--- config.mk ---
export PLATFORM = sky130hd
export DESIGN_NAME = uart_aux_regs
export DESIGN_NICKNAME = d
export VERILOG_FILES = /design/src/hdl/uart_aux_pkg.sv /design/src/hdl/uart_aux_regs.sv
export SDC_FILE = /design/constraint.sdc
export NUM_CORES = 1
export LEC_CHECK = 0
export ABC_AREA = 1
export BUFFER_PORTS_ARGS = -buffer_cell sky130_fd_sc_hd__buf_2
export CAP_MARGIN = 30
export CORE_ASPECT_RATIO = 1.2
export CORE_MARGIN = 2
export CORE_UTILIZATION = 55
export DETAILED_ROUTE_END_ITERATION = 8
export PLACE_DENSITY = 0.79
export SYNTH_ARGS = -nofsm -noshare
export SYNTH_HDL_FRONTEND = slang
export SYNTH_SLANG_ARGS = --single-unit
--- constraint.sdc ---
create_clock -name pclk -period 2.4 [get_ports pclk]
set_input_delay 0.24 -clock pclk [delete_from_list [all_inputs] [get_ports pclk]]
set_output_delay 0.24 -clock pclk [all_outputs]
set_load 0.01 [all_outputs]
--- src/hdl/uart_aux_pkg.sv ---
// package: register map, field positions, reset values and carriers of the aux register bank
package uart_aux_pkg;

    // ------------------------------------------------------------
    // register byte addresses
    // ------------------------------------------------------------
    localparam logic [7:0] ADDR_MODEM_LINE_STATUS = 8'h00;
    localparam logic [7:0] ADDR_SCRATCH_BYTE = 8'h04;
    localparam logic [7:0] ADDR_FLOW_THRESHOLD = 8'h08;
    localparam logic [7:0] ADDR_TRIGGER_LEVEL = 8'h0C;
    localparam logic [7:0] ADDR_TX_FREE_SPACE = 8'h10;
    localparam logic [7:0] ADDR_RX_FILL = 8'h14;
    localparam logic [7:0] ADDR_PIN_DIRECTION = 8'h18;
    localparam logic [7:0] ADDR_PIN_LEVEL = 8'h1C;
    localparam logic [7:0] ADDR_PIN_IRQ_ENABLE = 8'h20;
    localparam logic [7:0] ADDR_AUX_CONTROL = 8'h24;
    localparam logic [7:0] ADDR_PIN_CHANGE = 8'h28;

    // ------------------------------------------------------------
    // field positions
    // ------------------------------------------------------------
    localparam int MSR_CTS_BIT = 4;
    localparam int MSR_DSR_BIT = 5;
    localparam int MSR_RI_BIT = 6;
    localparam int MSR_CD_BIT = 7;
    localparam int MSR_DCTS_BIT = 0;
    localparam int MSR_DDSR_BIT = 1;
    localparam int MSR_TERI_BIT = 2;
    localparam int MSR_DCD_BIT = 3;
    // aux control fields
    localparam int CTL_LOW_MODEM_BIT = 2;
    localparam int CTL_HIGH_MODEM_BIT = 1;
    localparam int CTL_EFW_BIT = 8;
    localparam int CTL_TRE_BIT = 9;
    localparam int CTL_LOOP_BIT = 10;
    localparam int CTL_DTR_BIT = 11;
    localparam int CTL_RTS_BIT = 12;
    localparam int CTL_MSI_EN_BIT = 13;
    localparam int CTL_FCR_RXTRIG_LSB = 16;
    localparam int CTL_FCR_TXTRIG_LSB = 20;
    // gpio positions used in modem mode (low nibble, high nibble adds 4)
    localparam int GP_DSR_OFS = 0;
    localparam int GP_DTR_OFS = 1;
    localparam int GP_CD_OFS = 2;
    localparam int GP_RI_OFS = 3;
    localparam int NIB_SHIFT = 2;

    // ------------------------------------------------------------
    // reset values
    // ------------------------------------------------------------
    localparam logic [7:0] RST_BYTE = 8'h00;
    localparam logic [31:0] RST_CONTROL = 32'h0000_0000;

    // ------------------------------------------------------------
    // carriers
    // ------------------------------------------------------------
    typedef struct packed {
        logic [3:0] resume_lvl;
        logic [3:0] halt_lvl;
    } flow_thr_s;

    typedef struct packed {
        logic [3:0] rx_lvl;
        logic [3:0] tx_lvl;
    } trig_lvl_s;

    // effective thresholds in characters, to the uart core
    typedef struct packed {
        logic [6:0] halt_cnt;
        logic [6:0] resume_cnt;
        logic [6:0] rx_trig_cnt;
        logic [6:0] tx_trig_cnt;
        logic use_fcr_flow;
    } levels_s;

    // raw active-low modem inputs
    typedef struct packed {
        logic cts_n;
        logic dsr_n;
        logic ri_n;
        logic cd_n;
    } modem_in_s;

endpackage

--- src/hdl/uart_aux_regs.sv ---
// module: per-channel aux register bank (modem status, thresholds, levels, gpio) on apb

// Operation
// - cts status bit is inverted cts pin
// - modem-mode nibbles feed cd, ri, dsr status
// - pin level also shows modem pins
// - cd, dsr, cts change flags clear on read
// - ri flag sets on low-to-high only
// - scratch byte stores and returns value
// - threshold: halt low nibble, resume high
// - threshold nibble times four gives count
// - zero threshold selects fifo control levels
// - threshold writes need both enable bits
// - trigger: rx high nibble, tx low
// - zero trigger nibble selects fifo control
// - tx free space read-only, bit7 zero
// - rx fill count read-only, bit7 zero
// - direction bit one makes pin output outside modem nibbles
// - pin level reads all pins
// - pin level write drives output pins only
// - enable bit lets pin change interrupt
// - modem-mode nibble ignores pin enables
// - mode bits select io or modem per nibble
// - loopback feeds dtr, rts into dsr, cts
module uart_aux_regs
    import uart_aux_pkg::*;
#(
    parameter int GPIO_W = 8
) (
    // apb slave
    input wire logic pclk,
    input wire logic presetn,
    input wire logic psel,
    input wire logic penable,
    input wire logic pwrite,
    input wire logic [7:0] paddr,
    input wire logic [31:0] pwdata,
    output logic [31:0] prdata,
    output logic pready,
    output logic pslverr,
    // fifo levels from the uart core
    input wire logic [6:0] tx_space,
    input wire logic [6:0] rx_count,
    // dedicated modem pins, active low
    input wire logic cts_pin_n,
    // gpio pins
    input wire logic [GPIO_W-1:0] gpio_in,
    output logic [GPIO_W-1:0] gpio_out,
    output logic [GPIO_W-1:0] gpio_oe,
    // towards interrupt and flow logic
    output levels_s levels,
    output logic modem_irq,
    output logic pin_irq
);

    // ------------------------------------------------------------
    // storage
    // ------------------------------------------------------------
    logic [7:0] scratch_ff; // free scratch byte
    flow_thr_s flow_ff; // halt/resume thresholds
    trig_lvl_s trig_ff; // interrupt trigger levels
    logic [GPIO_W-1:0] dir_ff; // pin directions
    logic [GPIO_W-1:0] lvl_ff; // written output levels
    logic [GPIO_W-1:0] ien_ff; // pin change irq enables
    logic [GPIO_W-1:0] pchg_ff; // sticky pin change flags
    logic [31:0] ctl_ff; // aux control word
    logic [3:0] dflag_ff; // msr change flags 3:0
    logic [3:0] mstat_ff; // previous status cd,ri,dsr,cts
    logic mvalid_ff; // previous status is meaningful
    logic [GPIO_W-1:0] gsync1_ff; // gpio first stage
    logic [GPIO_W-1:0] gsync2_ff; // gpio second stage
    logic [GPIO_W-1:0] gprev_ff; // gpio previous sample
    logic cts_s1_ff; // cts first stage
    logic cts_s2_ff; // cts second stage

    // ------------------------------------------------------------
    // apb decode
    // ------------------------------------------------------------
    logic wr_en; // write taken this edge
    logic rd_en; // read taken this edge
    logic tre_ok; // threshold registers writable
    logic [7:0] wb; // write byte

    assign wr_en = psel && penable && pwrite;
    assign rd_en = psel && penable && !pwrite;
    assign wb = pwdata[7:0];
    assign tre_ok = ctl_ff[CTL_EFW_BIT] && ctl_ff[CTL_TRE_BIT];

    // ------------------------------------------------------------
    // synchronisers
    // ------------------------------------------------------------
    // two stages for every asynchronous pin
    always_ff @(posedge pclk or negedge presetn) begin
        if (!presetn) begin
            gsync1_ff <= '0;
            gsync2_ff <= '0;
            cts_s1_ff <= 1'b1;
            cts_s2_ff <= 1'b1;
        end else begin
            gsync1_ff <= gpio_in;
            gsync2_ff <= gsync1_ff;
            cts_s1_ff <= cts_pin_n;
            cts_s2_ff <= cts_s1_ff;
        end
    end

    // ------------------------------------------------------------
    // modem status bits
    // ------------------------------------------------------------
    logic lo_modem; // gpio 3:0 are modem pins
    logic hi_modem; // gpio 7:4 are modem pins
    logic loop_on; // internal loopback
    logic [3:0] mstat; // current cd,ri,dsr,cts (active high)
    logic [2:0] gp_stat; // cd,ri,dsr from selected gpio nibble
    logic gp_valid; // some nibble in modem mode

    assign lo_modem = ctl_ff[CTL_LOW_MODEM_BIT];
    assign hi_modem = ctl_ff[CTL_HIGH_MODEM_BIT];
    assign loop_on = ctl_ff[CTL_LOOP_BIT];
    assign gp_valid = lo_modem || hi_modem;

    // modem-mode pins, inverted; high nibble wins when both are set
    always_comb begin
        gp_stat = 3'b000;
        if (hi_modem) begin
            gp_stat = {~gsync2_ff[GP_CD_OFS + 4], ~gsync2_ff[GP_RI_OFS + 4],
                       ~gsync2_ff[GP_DSR_OFS + 4]};
        end else if (lo_modem) begin
            gp_stat = {~gsync2_ff[GP_CD_OFS], ~gsync2_ff[GP_RI_OFS],
                       ~gsync2_ff[GP_DSR_OFS]};
        end
    end

    // select loopback or pin sources
    always_comb begin
        if (loop_on) begin
            // dtr drives dsr, rts drives cts
            mstat = {2'b00, ctl_ff[CTL_DTR_BIT], ctl_ff[CTL_RTS_BIT]};
        end else begin
            mstat = {gp_stat, ~cts_s2_ff};
        end
    end

    // change detection against previous status
    logic [3:0] dset; // flags to set this cycle

    always_comb begin
        dset = 4'h0;
        if (mvalid_ff) begin
            dset[MSR_DCTS_BIT] = mstat[0] ^ mstat_ff[0];
            dset[MSR_DDSR_BIT] = mstat[1] ^ mstat_ff[1];
            // ri pin low to high means status high to low
            dset[MSR_TERI_BIT] = mstat_ff[2] && !mstat[2];
            dset[MSR_DCD_BIT] = mstat[3] ^ mstat_ff[3];
            if (!gp_valid && !loop_on) begin
                dset[MSR_DDSR_BIT] = 1'b0;
                dset[MSR_TERI_BIT] = 1'b0;
                dset[MSR_DCD_BIT] = 1'b0;
            end
        end
    end

    // history of modem status
    always_ff @(posedge pclk or negedge presetn) begin
        if (!presetn) begin
            mstat_ff <= 4'h0;
            mvalid_ff <= 1'b0;
        end else begin
            mstat_ff <= mstat;
            mvalid_ff <= 1'b1;
        end
    end

    logic msr_rd; // modem status read this edge
    assign msr_rd = rd_en && (paddr == ADDR_MODEM_LINE_STATUS);

    // change flags: read clears, new change wins
    always_ff @(posedge pclk or negedge presetn) begin
        if (!presetn) begin
            dflag_ff <= 4'h0;
        end else if (msr_rd) begin
            // clear only what the read reported, so a later change is not lost
            dflag_ff <= (dflag_ff & ~prdata[3:0]) | dset;
        end else begin
            dflag_ff <= dflag_ff | dset;
        end
    end

    // ------------------------------------------------------------
    // plain read/write registers
    // ------------------------------------------------------------
    // scratch byte, no side effect
    always_ff @(posedge pclk or negedge presetn) begin
        if (!presetn) begin
            scratch_ff <= RST_BYTE;
        end else if (wr_en && paddr == ADDR_SCRATCH_BYTE) begin
            scratch_ff <= wb;
        end
    end

    // thresholds, writable only with both enables
    always_ff @(posedge pclk or negedge presetn) begin
        if (!presetn) begin
            flow_ff <= RST_BYTE;
            trig_ff <= RST_BYTE;
        end else if (wr_en && tre_ok) begin
            if (paddr == ADDR_FLOW_THRESHOLD) begin
                flow_ff <= wb;
            end
            if (paddr == ADDR_TRIGGER_LEVEL) begin
                trig_ff <= wb;
            end
        end
    end

    // aux control word
    always_ff @(posedge pclk or negedge presetn) begin
        if (!presetn) begin
            ctl_ff <= RST_CONTROL;
        end else if (wr_en && paddr == ADDR_AUX_CONTROL) begin
            ctl_ff <= pwdata;
        end
    end

    // gpio direction, level and irq enable
    always_ff @(posedge pclk or negedge presetn) begin
        if (!presetn) begin
            dir_ff <= '0;
            lvl_ff <= '0;
            ien_ff <= '0;
        end else if (wr_en) begin
            if (paddr == ADDR_PIN_DIRECTION) begin
                dir_ff <= wb[GPIO_W-1:0];
            end
            if (paddr == ADDR_PIN_LEVEL) begin
                lvl_ff <= wb[GPIO_W-1:0];
            end
            if (paddr == ADDR_PIN_IRQ_ENABLE) begin
                ien_ff <= wb[GPIO_W-1:0];
            end
        end
    end

    // ------------------------------------------------------------
    // gpio pin drive
    // ------------------------------------------------------------
    logic [GPIO_W-1:0] modem_mask; // pins owned by modem function
    logic [GPIO_W-1:0] dtr_mask; // dtr pins in modem nibbles

    assign modem_mask = {{4{hi_modem}}, {4{lo_modem}}};
    assign dtr_mask = modem_mask & 8'h22;

    // outputs follow level outside modem nibbles, enabled where direction says output there and always on modem dtr pins
    always_ff @(posedge pclk or negedge presetn) begin
        if (!presetn) begin
            gpio_out <= '0;
            gpio_oe <= '0;
        end else begin
            gpio_oe <= (dir_ff & ~modem_mask) | dtr_mask;
            // dtr pin active low from dtr control
            gpio_out <= (lvl_ff & ~modem_mask) | (dtr_mask & {8{~ctl_ff[CTL_DTR_BIT]}});
        end
    end

    // ------------------------------------------------------------
    // pin change interrupt
    // ------------------------------------------------------------
    logic [GPIO_W-1:0] pset; // enabled input changes
    // only input pins outside modem nibbles may raise a flag
    assign pset = (gsync2_ff ^ gprev_ff) & ~dir_ff & ien_ff & ~modem_mask;

    logic pchg_rd; // pin change register read
    assign pchg_rd = rd_en && (paddr == ADDR_PIN_CHANGE);

    // sticky flags, set wins over read clear
    always_ff @(posedge pclk or negedge presetn) begin
        if (!presetn) begin
            gprev_ff <= '0;
            pchg_ff <= '0;
        end else begin
            gprev_ff <= gsync2_ff;
            // a read clears only the flags that it reported
            pchg_ff <= (pchg_rd ? pchg_ff & ~prdata[GPIO_W-1:0] : pchg_ff) | pset;
        end
    end

    // interrupt lines to the channel's interrupt logic
    always_ff @(posedge pclk or negedge presetn) begin
        if (!presetn) begin
            pin_irq <= 1'b0;
            modem_irq <= 1'b0;
        end else begin
            pin_irq <= |pchg_ff;
            modem_irq <= ctl_ff[CTL_MSI_EN_BIT] && (|dflag_ff);
        end
    end

    // ------------------------------------------------------------
    // effective levels
    // ------------------------------------------------------------
    logic [3:0] fcr_rx; // fifo control rx level, in fours
    logic [3:0] fcr_tx; // fifo control tx level, in fours

    assign fcr_rx = ctl_ff[CTL_FCR_RXTRIG_LSB +: 4];
    assign fcr_tx = ctl_ff[CTL_FCR_TXTRIG_LSB +: 4];

    // nibble times four, zero falls back to fifo control
    always_ff @(posedge pclk or negedge presetn) begin
        if (!presetn) begin
            // flow register resets to zero, so fifo control levels rule
            levels <= '{use_fcr_flow: 1'b1, default: '0};
        end else begin
            levels.halt_cnt <= {1'b0, flow_ff.halt_lvl, 2'b00};
            levels.resume_cnt <= {1'b0, flow_ff.resume_lvl, 2'b00};
            levels.use_fcr_flow <= (flow_ff == 8'h00);
            levels.rx_trig_cnt <= {1'b0, (trig_ff.rx_lvl != 4'h0) ? trig_ff.rx_lvl : fcr_rx,
                                   2'b00};
            levels.tx_trig_cnt <= {1'b0, (trig_ff.tx_lvl != 4'h0) ? trig_ff.tx_lvl : fcr_tx,
                                   2'b00};
        end
    end

    // ------------------------------------------------------------
    // read mux
    // ------------------------------------------------------------
    logic [7:0] rd_byte; // selected read byte
    logic rd_hit; // address is mapped
    logic [31:0] rd_word; // full read word

    always_comb begin
        rd_byte = 8'h00;
        rd_hit = 1'b1;
        rd_word = 32'h0000_0000;
        case (paddr)
            ADDR_MODEM_LINE_STATUS: rd_byte = {mstat, dflag_ff};
            ADDR_SCRATCH_BYTE: rd_byte = scratch_ff;
            ADDR_FLOW_THRESHOLD: rd_byte = flow_ff;
            ADDR_TRIGGER_LEVEL: rd_byte = trig_ff;
            ADDR_TX_FREE_SPACE: rd_byte = {1'b0, tx_space};
            ADDR_RX_FILL: rd_byte = {1'b0, rx_count};
            ADDR_PIN_DIRECTION: rd_byte = dir_ff;
            ADDR_PIN_LEVEL: rd_byte = gsync2_ff;
            ADDR_PIN_IRQ_ENABLE: rd_byte = ien_ff;
            ADDR_PIN_CHANGE: rd_byte = pchg_ff;
            ADDR_AUX_CONTROL: rd_word = ctl_ff;
            default: rd_hit = 1'b0;
        endcase
        if (paddr != ADDR_AUX_CONTROL) begin
            rd_word = {24'h000000, rd_byte};
        end
    end

    // answer every access in its first access cycle
    always_ff @(posedge pclk or negedge presetn) begin
        if (!presetn) begin
            prdata <= 32'h0000_0000;
            pready <= 1'b0;
            pslverr <= 1'b0;
        end else begin
            pready <= psel && !penable;
            pslverr <= psel && !penable && !rd_hit;
            if (psel && !penable && !pwrite) begin
                prdata <= rd_word;
            end
        end
    end

endmodule

# Word level (Yosys, flattened, before mapping)
# Index checks and enable logic that the tools add are counted.
[totals]
register_bits = 192
input_bits = 68
word_cells = 117
[classes]
n_eq_ne = 11
muxes = 13
n_bitwise = 29
n_reduce_logical = 34
[ops]
columns = ["op", "count"]
rows = [
  ["8-bit case mux with 10 select lines", 1],
  ["32-bit 2-to-1 mux", 2],
  ["8-bit bitwise AND", 6],
  ["8-bit by 5-bit equality test with 1-bit output, second input constant", 4],
  ["8-bit by 6-bit equality test with 1-bit output, second input constant", 3],
  ["8-bit NOT", 3],
  ["4-bit 2-to-1 mux", 5],
  ["8-bit by 4-bit equality test with 1-bit output, second input constant", 2],
  ["8-bit zero test", 2],
  ["8-bit bitwise OR", 2],
  ["1-bit logical AND", 15],
  ["11-bit OR reduction", 1],
  ["2-bit AND reduction", 5],
  ["3-bit 2-to-1 mux", 3],
  ["6-bit by 8-bit bitwise AND with 8-bit output", 1],
  ["8-bit by 3-bit equality test with 1-bit output, second input constant", 1],
  ["8-bit 2-to-1 mux", 1],
  ["8-bit by 6-bit inequality test with 1-bit output, second input constant", 1],
  ["1-bit NOT", 8],
  ["4-bit bitwise OR", 2],
  ["8-bit by 6-bit bitwise OR with 8-bit output", 1],
  ["4-bit nonzero test", 2],
  ["8-bit OR reduction", 1],
  ["8-bit bitwise XOR", 1],
  ["other kinds (7)", 14],
]

# Depth between registers and ports, before layout
# Gate-level depths: netlist of the first run.
[depth]
depth_word = 10
ltp_mapped = 11
depth_no_buf = 11

# Worst setup path before layout of the first run
# OpenSTA, ideal clock, no wires.
[synth_timing]
path_type = "input -> register"
from = "in paddr[0]"
to = "reg ctl_ff[14]"
arrival_time_ns = 1.250
t_required_ns = 2.275
setup_slack_ns = 1.025
stages = 8
n_path_buf = 1
cell_sequence = "inv_1 -> nand2_2 -> nor2_8 -> nand2_4 -> clkinv_4 -> nand2_8 -> buf_6 -> mux2_4"
[synth_via]
elab_chain_cells = 2
[synth_rtl]
columns = ["element", "line_no", "source"]
rows = [
  ["start: declaration", "uart_aux_regs.sv:36", "input wire logic [7:0] paddr,"],
  ["8-bit by 6-bit equality test with 1-bit output", "uart_aux_regs.sv:220", "end else if (wr_en && paddr == ADDR_AUX_CONTROL) begin"],
  ["1-bit logical AND", "uart_aux_regs.sv:220", ""],
  ["end signal: assignment", "uart_aux_regs.sv:221", "ctl_ff <= pwdata;"],
  ["end: declaration", "uart_aux_regs.sv:66", "logic [31:0] ctl_ff;"],
]
# No other way between the ends.
# A chain may end at the register's enable or synchronous reset.

# Worst setup path after layout of the first run
[layout_timing]
from = "reg ctl_ff[9]"
to = "reg flow_ff[6] (netlist name)"
[layout_via]
elab_chain_cells = 3
[layout_rtl]
columns = ["element", "line_no", "source"]
rows = [
  ["1-bit logical AND", "uart_aux_regs.sv:87", "assign tre_ok = ctl_ff[CTL_EFW_BIT] && ctl_ff[CTL_TRE_BIT];"],
  ["1-bit logical AND", "uart_aux_regs.sv:206", "end else if (wr_en && tre_ok) begin"],
  ["2-bit AND reduction (no source line)", "n/a", ""],
  ["end signal: assignment", "uart_aux_regs.sv:208", "flow_ff <= wb;"],
  ["end: declaration", "uart_aux_regs.sv:60", "flow_thr_s flow_ff;"],
]
# No other way between the ends.

==> run_summary.xml, run 1 <==
<?xml version="1.0" encoding="UTF-8"?>
<metrics>
  <group name="outcome">
    <metric name="run_status" unit="">finished, final reports clean</metric>
  </group>
  <group name="power_and_ir_drop">
    <metric name="p_sw" unit="W">0.001563</metric>
    <metric name="pd_cells" unit="mW/mm²">705.1</metric>
    <metric name="peakVddDrop" unit="V">0.0004675</metric>
    <metric name="sw_frac_of_total" unit="%">23.22</metric>
    <metric name="combinationalPowerShare" unit="%">6.6</metric>
    <metric name="share_clk_of_total_power" unit="%">43.1</metric>
    <metric name="power.internal" unit="W">0.005166</metric>
    <metric name="share_of_power_burned_in_registers" unit="%">50.3</metric>
    <metric name="p_leak" unit="nW">4.912</metric>
  </group>
  <group name="cells_and_area">
    <metric name="n_diodes" unit="">0</metric>
    <metric name="layout-drive-gt1-share" unit="%">21.13</metric>
    <metric name="design.final.nets" unit="">1082</metric>
    <metric name="final_core_utilization" unit="%">66.76</metric>
    <metric name="syn2layout_area_growth" unit="%">19.68</metric>
    <metric name="layout.cell_area.non_filler" unit="mm²">0.009543</metric>
  </group>
  <group name="placement">
    <metric name="gp_congestion" unit="">0.9283</metric>
    <metric name="port_buffers" unit="">136</metric>
    <metric name="preCtsSetupSlack" unit="ps">572.7</metric>
    <metric name="detailedPlacementHpwl" unit="µm">14140</metric>
    <metric name="post_dp_cell_area" unit="mm²">0.008826</metric>
  </group>
  <group name="run">
    <metric name="max-cap-violations" unit="">0</metric>
  </group>
  <group name="routing">
    <metric name="detailed_routing_iterations_pass_1" unit="">6</metric>
    <metric name="via_per_inst" unit="">5.322</metric>
    <metric name="routed_length_per_placed_instance" unit="µm">16.74</metric>
    <metric name="detailroute.via_count" unit="">6397</metric>
    <metric name="final_antenna_net_count" unit="">0</metric>
    <metric name="drt-initial-drc-count" unit="">622</metric>
    <metric name="drc_errors" unit="">0</metric>
    <metric name="routed_wl" unit="µm">20120</metric>
  </group>
  <group name="hold_path">
    <metric name="holdCritPathClass" unit="">input port to flip-flop</metric>
  </group>
  <group name="clocking">
    <metric name="cts_buffers" unit="">17</metric>
    <metric name="clk_pin_slew" unit="ps">70</metric>
    <metric name="cts-root-buf" unit="">clkbuf_16</metric>
    <metric name="cts_buffer_depth" unit="">2</metric>
    <metric name="clk-insertion-delay-late" unit="ps">430</metric>
    <metric name="clkSinkCount" unit="">192</metric>
    <metric name="cts_tree" unit="">done</metric>
    <metric name="htreeDepth" unit="">4</metric>
    <metric name="post_cts_setup_buffer_count" unit="">0</metric>
  </group>
  <group name="sta">
    <metric name="timing.final.crit_period" unit="ps">1758</metric>
    <metric name="grt_setup_unrepaired" unit="">false</metric>
    <metric name="worst_slew_pin_slew" unit="ps">715.2</metric>
    <metric name="final_max_slew_viol_count" unit="">0</metric>
    <metric name="layout_skew" unit="ps">8.821</metric>
    <metric name="finalWorstSetupSlack" unit="ps">641.8</metric>
    <metric name="tns" unit="ps">0</metric>
    <metric name="max_freq" unit="MHz">568.8</metric>
    <metric name="timing.max_slew.rel_slack" unit="%">52.32</metric>
    <metric name="finalHoldViolations" unit="">0</metric>
    <metric name="finalSetupViolations" unit="">0</metric>
    <metric name="period_share" unit="%">73.26</metric>
  </group>
  <group name="yosys">
    <metric name="yosys.cell_types.count" unit="">37</metric>
    <metric name="post_synth_top_flop" unit="">dfrtp_1</metric>
    <metric name="synthXorXnorAreaFrac" unit="%">0.8787</metric>
    <metric name="yosysWarnings" unit="">0</metric>
    <metric name="number_of_synthesized_register_bits" unit="">192</metric>
    <metric name="combinational_family_with_the_most_area_after_synthesis" unit="">simple AND/OR/NAND/NOR gates</metric>
    <metric name="synthesis.area" unit="mm²">0.007974</metric>
    <metric name="post_synth_and_or_nand_nor_area_fraction" unit="%">20.68</metric>
    <metric name="ys_seq_area_share" unit="%">60.30</metric>
    <metric name="post_synth_inst_count" unit="">865</metric>
    <metric name="post_synth_mux_area_share" unit="%">1.412</metric>
    <metric name="post_synth_fa_ha_maj_area_fraction" unit="%">0</metric>
    <metric name="synth_async_sr_flop_share" unit="%">100.0</metric>
    <metric name="synth.avg_cell_area" unit="µm²">9.218</metric>
    <metric name="synth-edff-count" unit="">0</metric>
    <metric name="synth_compound_area_share" unit="%">9.336</metric>
  </group>
  <group name="worst_setup_path">
    <metric name="end_kind" unit="">flip-flop</metric>
    <metric name="required" unit="ps">2700</metric>
    <metric name="critPathLaunchType" unit="">flip-flop</metric>
    <metric name="crit_path_max_fanout" unit="">16</metric>
    <metric name="cp.arrival" unit="ps">2050</metric>
    <metric name="timing.setup.critical_path_class" unit="">flip-flop to flip-flop</metric>
  </group>
  <group name="die">
    <metric name="design.die.area" unit="mm²">0.01548</metric>
    <metric name="core_footprint" unit="mm²">0.01429</metric>
    <metric name="chipWidth" unit="µm">113.9</metric>
    <metric name="die_h" unit="µm">135.9</metric>
    <metric name="io_pins" unit="">149</metric>
    <metric name="starting_density_of_the_core" unit="%">55.79</metric>
    <metric name="rows" unit="">48</metric>
  </group>
  <group name="global_routing">
    <metric name="first_global_vias" unit="">6028</metric>
    <metric name="grt_overflow_total" unit="">0</metric>
    <metric name="antenna_found_initial" unit="">0</metric>
    <metric name="grt_max_degree" unit="">82</metric>
    <metric name="first_pass_grt_wire_length" unit="µm">32190</metric>
    <metric name="total_track_usage" unit="%">27.55</metric>
  </group>
</metrics>
-- synthesized netlist by cell type, drive strengths merged (2+ instances only) --
master  instances  share of area (%)
a21oi          18                1.2
and2            2               0.16
buf            32                2.5
clkbuf         11               0.52
conb            2              0.094
dfrtp         189                 59
dfstp           3               0.99
inv            88                4.1
mux2            9                1.4
nand2         206                 10
nand3          79                5.0
nand4           2               0.16
nor2           85                4.6
nor3            3               0.19
nor4            4               0.31
o21ai         103                6.5
o31ai          16                1.5
xnor2           5               0.55
xor2            3               0.33
-- critical path: stages (launching register included) --
cell     delay [ps]
dfrtp_1         330
inv_1            60
nor3_1          540
nand2_1         450
nand2_1         170
o21ai_1          80
-- layout by cell type (no fill, tap or decap), types with 17 or more instances in the layout --
master and instances:
o21ai_0 82, buf_2 135, nor2_1 76, clkbuf_16 17
o21ai_1 21, nand2_1 201, nand3_1 79, a21oi_1 17
inv_1 84, dfrtp_1 189
-- state kept, by name (all words and copies together) (netlist names) --
| register | count |
|---|---|
| gsync2_ff | 8 |
| mvalid_ff | 1 |
| scratch_ff | 8 |
| cts_s1_ff | 1 |
| dflag_ff | 4 |
| ctl_ff | 32 |
| flow_ff | 8 |
| gpio_oe | 8 |
| modem_irq | 1 |
| pchg_ff | 8 |
| gprev_ff | 8 |
| gpio_out | 8 |
| dir_ff | 8 |
| cts_s2_ff | 1 |
| gsync1_ff | 8 |
| pready | 1 |
| levels | 17 |
| mstat_ff | 4 |
| ien_ff | 8 |
| lvl_ff | 8 |
| trig_ff | 8 |
| pslverr | 1 |
| pin_irq | 1 |
| prdata | 32 |
-- layout make-up --
| class | count | area [µm²] |
|---|---|---|
| Sequential cell | 192 | 4808 |
| Fill cell | 1157 | 4751 |
| Multi-Input combinational cell | 552 | 2625 |
| Timing Repair Buffer | 162 | 934.6 |
| Clock buffer | 22 | 494.2 |
| Inverter | 89 | 339.1 |
| Tap cell | 175 | 219.0 |
| Clock inverter | 10 | 122.6 |
-- through the flow --
stage / power (W) / hold WS [ps] / std cells
floorplan: 0.003628 / -55.59 / 876
global placement: 0.003865 / 328.5 / 1160
detailed placement: 0.003874 / 334.7 / 1160
CTS: 0.006759 / 1.346 / 1202
global route: 0.006961 / 13.99 / 1202
finish: 0.006728 / 7.686 / 1202
-- path summary, 6_finish.rpt --
check                             startpoint           end  slack, ps  cells past startpoint
worst min register to register  gsync1_ff[0]  gsync2_ff[0]        340                      0
min in group asynchronous            presetn   gprev_ff[6]        420                      2
max in group asynchronous            presetn    prdata[17]       1250                      3
worst min-delay path                 penable        pready          8                      2
worst max register to register     ctl_ff[9]    flow_ff[6]        640                      5
worst max-delay path               ctl_ff[9]    flow_ff[6]        640                      5
-- logic make-up (layout without fill, tap and decap cells) --
kind of cell / count (synthesis) / count (layout)
and+or+nand+nor: 383 / 383
DFF: 192 / 192
other: 2 / 13
muxes: 9 / 9
buffers and inverters: 132 / 283
AOI/OAI and AO/OA: 139 / 139
xor gates and xnor gates: 8 / 8
-- what timing repair did --
action / 4_1_cts / 5_1_grt
resized for setup: 0 / 0
endpoints found under the hold margin: 84 / 0
hold buffers: 10 / 0
-- routing by layer --
| metal | track usage, % | part of all wire [%] | up-vias |
|---|---|---|---|
| li1 | - | - | 3044 |
| met1 | 36.28 | 41 | 3014 |
| met2 | 43.18 | 47 | 288 |
| met3 | 6.777 | 7.9 | 51 |
| met4 | 13.41 | 4.2 | 0 |
| met5 | 0 | 0 | - |
-- power groups by stage --
stage               registers, W  logic [W]  clock network [W]
floorplan                0.00345   0.000179                  0
global placement         0.00344   0.000423                  0
detailed placement       0.00344   0.000431                  0
CTS                      0.00338   0.000447            0.00293
global route             0.00339   0.000497            0.00307
finish                   0.00338   0.000444            0.00290
No activity file was read; power rests on OpenSTA's default activity.
==> run 2: changes to the inputs <==
Settings changed: ABC_AREA 1 to 0.
Clock period 2.4 ns to 1.69 ns, I/O delays scaled along.
==> run 2 against run 1 <==
Against the previous run: register-to-register slack got worse by 550 ps; non-clock buffer count grew 78; global-route usage grew 4.0 points; critical endpoint is now prdata[3]; largest cell class unchanged.
==> run_summary.xml, run 2 <==
<?xml version="1.0" encoding="UTF-8"?>
<metrics>
  <group name="outcome">
    <metric name="run_status" unit="">finished, final reports clean</metric>
  </group>
  <group name="yosys">
    <metric name="post_synth_fa_ha_maj_area_fraction" unit="%">0</metric>
    <metric name="post_synth_mux_area_share" unit="%">14.60</metric>
    <metric name="synth_top_area_cell" unit="">dfrtp_1</metric>
    <metric name="combinational_family_with_the_most_area_after_synthesis" unit="">multiplexers</metric>
    <metric name="yosysWarnings" unit="">0</metric>
    <metric name="synth.cells.most_frequent" unit="">189 x dfrtp_1, 44 x mux2_2, 43 x nand2_1</metric>
    <metric name="synthXorXnorAreaFrac" unit="%">1.190</metric>
    <metric name="synthesis.area" unit="mm²">0.008098</metric>
    <metric name="synth_compound_area_share" unit="%">10.55</metric>
    <metric name="synth_largest_type_area_fraction" unit="%">58.41</metric>
    <metric name="number_of_synthesized_register_bits" unit="">192</metric>
    <metric name="post_synth_inst_count" unit="">605</metric>
    <metric name="netlist_top_cells_area" unit="">dfrtp_1 58%, mux2_2 6.1%, mux2_4 5.6%, a22o_1 3.1%, mux2i_1 2.2%</metric>
    <metric name="post_synth_top_flop" unit="">dfrtp_1</metric>
    <metric name="post_synth_and_or_nand_nor_area_fraction" unit="%">10.34</metric>
    <metric name="synth.avg_cell_area" unit="µm²">13.38</metric>
    <metric name="ys_seq_area_share" unit="%">59.38</metric>
    <metric name="yosysMostFrequentCell" unit="">dfrtp_1</metric>
    <metric name="synth_async_sr_flop_share" unit="%">100.0</metric>
    <metric name="synth-edff-count" unit="">0</metric>
    <metric name="yosys.cell_types.count" unit="">65</metric>
  </group>
  <group name="placement">
    <metric name="post_dp_cell_area" unit="mm²">0.009413</metric>
    <metric name="gp_congestion" unit="">0.9649</metric>
    <metric name="port_buffers" unit="">136</metric>
    <metric name="detailedPlacementHpwl" unit="µm">17010</metric>
    <metric name="placed_cells_incl_taps" unit="">960</metric>
  </group>
  <group name="die">
    <metric name="io_pins" unit="">149</metric>
    <metric name="chipWidth" unit="µm">114.8</metric>
    <metric name="core_footprint" unit="mm²">0.01441</metric>
    <metric name="die_h" unit="µm">136.9</metric>
    <metric name="design.die.area" unit="mm²">0.01571</metric>
    <metric name="rows" unit="">48</metric>
    <metric name="starting_density_of_the_core" unit="%">56.18</metric>
  </group>
  <group name="routing">
    <metric name="routed_wl" unit="µm">23620</metric>
    <metric name="detailroute.via_count" unit="">5925</metric>
    <metric name="routed_length_per_placed_instance" unit="µm">23.02</metric>
    <metric name="detailed_routing_iterations_pass_1" unit="">5</metric>
    <metric name="drc_errors" unit="">0</metric>
    <metric name="via_per_inst" unit="">5.775</metric>
    <metric name="drt-initial-drc-count" unit="">345</metric>
    <metric name="final_antenna_net_count" unit="">0</metric>
  </group>
  <group name="sta">
    <metric name="grt_setup_unrepaired" unit="">false</metric>
    <metric name="period_share" unit="%">94.81</metric>
    <metric name="finalSetupViolations" unit="">0</metric>
    <metric name="tns" unit="ps">0</metric>
    <metric name="timing.final.crit_period" unit="ps">1602</metric>
    <metric name="finalHoldViolations" unit="">0</metric>
    <metric name="max_freq" unit="MHz">624.1</metric>
    <metric name="worst_slew_pin_slew" unit="ps">518.6</metric>
    <metric name="layout_skew" unit="ps">8.914</metric>
    <metric name="timing.max_slew.rel_slack" unit="%">65.11</metric>
    <metric name="final_max_slew_viol_count" unit="">0</metric>
  </group>
  <group name="clocking">
    <metric name="post_cts_setup_buffer_count" unit="">0</metric>
    <metric name="clkSinkCount" unit="">192</metric>
    <metric name="htreeDepth" unit="">4</metric>
    <metric name="clk_pin_slew" unit="ps">70</metric>
    <metric name="cts_tree" unit="">done</metric>
    <metric name="cts-root-buf" unit="">clkbuf_16</metric>
    <metric name="cts_buffers" unit="">17</metric>
    <metric name="clk-insertion-delay-late" unit="ps">430</metric>
    <metric name="cts_buffer_depth" unit="">2</metric>
  </group>
  <group name="cells_and_area">
    <metric name="post_layout_nonfiller_instances" unit="">1026</metric>
    <metric name="final_cell_mix" unit="">188 x dfrtp_1, 135 x buf_2, 63 x buf_4, 44 x mux2_2, 43 x nand2_1</metric>
    <metric name="n_diodes" unit="">0</metric>
    <metric name="biggestRegsByFlops" unit="">ctl_ff (32), prdata (32), levels (17)</metric>
    <metric name="area_used_by_multi_input_combinational_logic" unit="mm²">0.003025</metric>
    <metric name="layout.cells.most_common" unit="">dfrtp_1</metric>
    <metric name="layout.cell_area.non_filler" unit="mm²">0.01036</metric>
    <metric name="design.final.nets" unit="">906</metric>
    <metric name="n_fill_cell" unit="">983</metric>
    <metric name="area.sequential" unit="mm²">0.004810</metric>
    <metric name="layout-drive-gt1-share" unit="%">41.13</metric>
    <metric name="syn2layout_area_growth" unit="%">27.90</metric>
  </group>
  <group name="power_and_ir_drop">
    <metric name="share_of_power_burned_in_registers" unit="%">50.2</metric>
    <metric name="peakVddDrop" unit="V">0.0005775</metric>
    <metric name="share_clk_of_total_power" unit="%">41.0</metric>
    <metric name="combinationalPowerShare" unit="%">8.8</metric>
    <metric name="sw_frac_of_total" unit="%">26.03</metric>
    <metric name="p_sw" unit="W">0.002526</metric>
    <metric name="pd_cells" unit="mW/mm²">936.8</metric>
    <metric name="p_leak" unit="nW">5.280</metric>
    <metric name="power.internal" unit="W">0.007178</metric>
  </group>
  <group name="worst_setup_path">
    <metric name="crit_path_max_fanout" unit="">4</metric>
    <metric name="critPathLaunchType" unit="">flip-flop</metric>
    <metric name="required" unit="ps">1990</metric>
    <metric name="end_kind" unit="">flip-flop</metric>
    <metric name="cp_cell_sequence" unit="">mux2_2 &gt; a22oi_1 &gt; o22ai_1 &gt; a311oi_1 &gt; a21oi_1</metric>
    <metric name="critical-path-max-stage-delay" unit="ps">470</metric>
    <metric name="timing.setup.critical_path_class" unit="">flip-flop to flip-flop</metric>
    <metric name="rr_worst_depth" unit="">5</metric>
    <metric name="cp.arrival" unit="ps">1910</metric>
    <metric name="slowest_stage" unit="">dfrtp_1</metric>
  </group>
  <group name="hold_path">
    <metric name="holdPathStages" unit="">3</metric>
    <metric name="holdCritPathClass" unit="">input port to flip-flop</metric>
  </group>
  <group name="global_routing">
    <metric name="antenna_found_initial" unit="">0</metric>
    <metric name="grt_overflow_total" unit="">0</metric>
    <metric name="first_pass_grt_wire_length" unit="µm">35980</metric>
    <metric name="total_track_usage" unit="%">31.55</metric>
    <metric name="grt_max_degree" unit="">54</metric>
    <metric name="first_global_vias" unit="">6171</metric>
  </group>
  <group name="run">
    <metric name="max-cap-violations" unit="">0</metric>
  </group>
</metrics>
-- run 2: cell count changes in the layout (fill, tap and decap cells not counted), sizes merged, moves of 24 or more --
cell,before,now
a22o,0,29
nand2,206,46
o21ai,103,21
nand3,79,5
mux2,9,77
inv,91,23
buf,151,205
dlygate4sd3,10,34
nor2,85,29
-- run 2: kinds of logic after synthesis --
family	after synthesis
compound gates	115
xor+xnor	11
buf+inv	54
flops	192
mux	96
other cells	2
simple gates	135
-- run 2: repair_timing --
action,4_1_cts,5_1_grt
endpoints found under the setup margin,0,2
hold buffers,34,0
hold endpoints to repair,79,0
resized for setup,0,2
-- run 2: metrics by stage --
step	utilization (%)	power (W)	hold slack, ps	setup WS, ps
final	71.86	0.009703	53.76	87.74
after floorplan	-	0.005266	-126.6	171.7
after global placement	65.30	0.005727	146.9	-186.8
after CTS	71.81	0.009764	39.15	12.16
after global routing	71.86	0.01004	63.50	20.75
after detailed placement	65.30	0.005741	162.6	-161.2
-- run 2: final timing paths --
path	start	end	slack, ps
setup / recovery	flow_ff[3]	prdata[3]	90
hold / removal	psel	pready	50
setup reg to reg	flow_ff[3]	prdata[3]	90
hold reg to reg	gsync1_ff[1]	gsync2_ff[1]	350
max in group asynchronous	presetn	cts_s2_ff	750
min in group asynchronous	presetn	gsync1_ff[0]	260
-- run 2: power groups by stage --
stage          clock network, W  registers [W]  logic [W]
6_report                0.00398        0.00487   0.000849
3_5_place_dp                  0        0.00496   0.000781
3_3_place_gp                  0        0.00496   0.000770
5_1_grt                 0.00423        0.00489   0.000917
4_1_cts                 0.00405        0.00487   0.000846
2_1_floorplan                 0        0.00493   0.000333
-- run 2: area by class of cell --
cell class / count / share of cell area, %
sequential: 192 / 46.44
multi-input combinational: 370 / 29.21
timing repair buffer: 240 / 15.86
clock buffer: 19 / 4.373
tap: 175 / 2.114
clock inverter: 13 / 1.389
inverter: 17 / 0.6161
-- run 2: worst max-delay path: cells and delay by family, from the launching register on --
kind | cells | cell delay (ps)
compound gates | 4 | 710
flops | 1 | 470
mux | 1 | 300
-- run 2: layer usage --
layer	routed length [µm]	vias up	share of wire, %	track usage (%)
li1	-	2616	-	-
met1	9415	2983	40	38.98
met2	11910	268	50	52.79
met3	1304	58	5.5	5.580
met4	992	0	4.2	17.07
met5	0	-	0	0
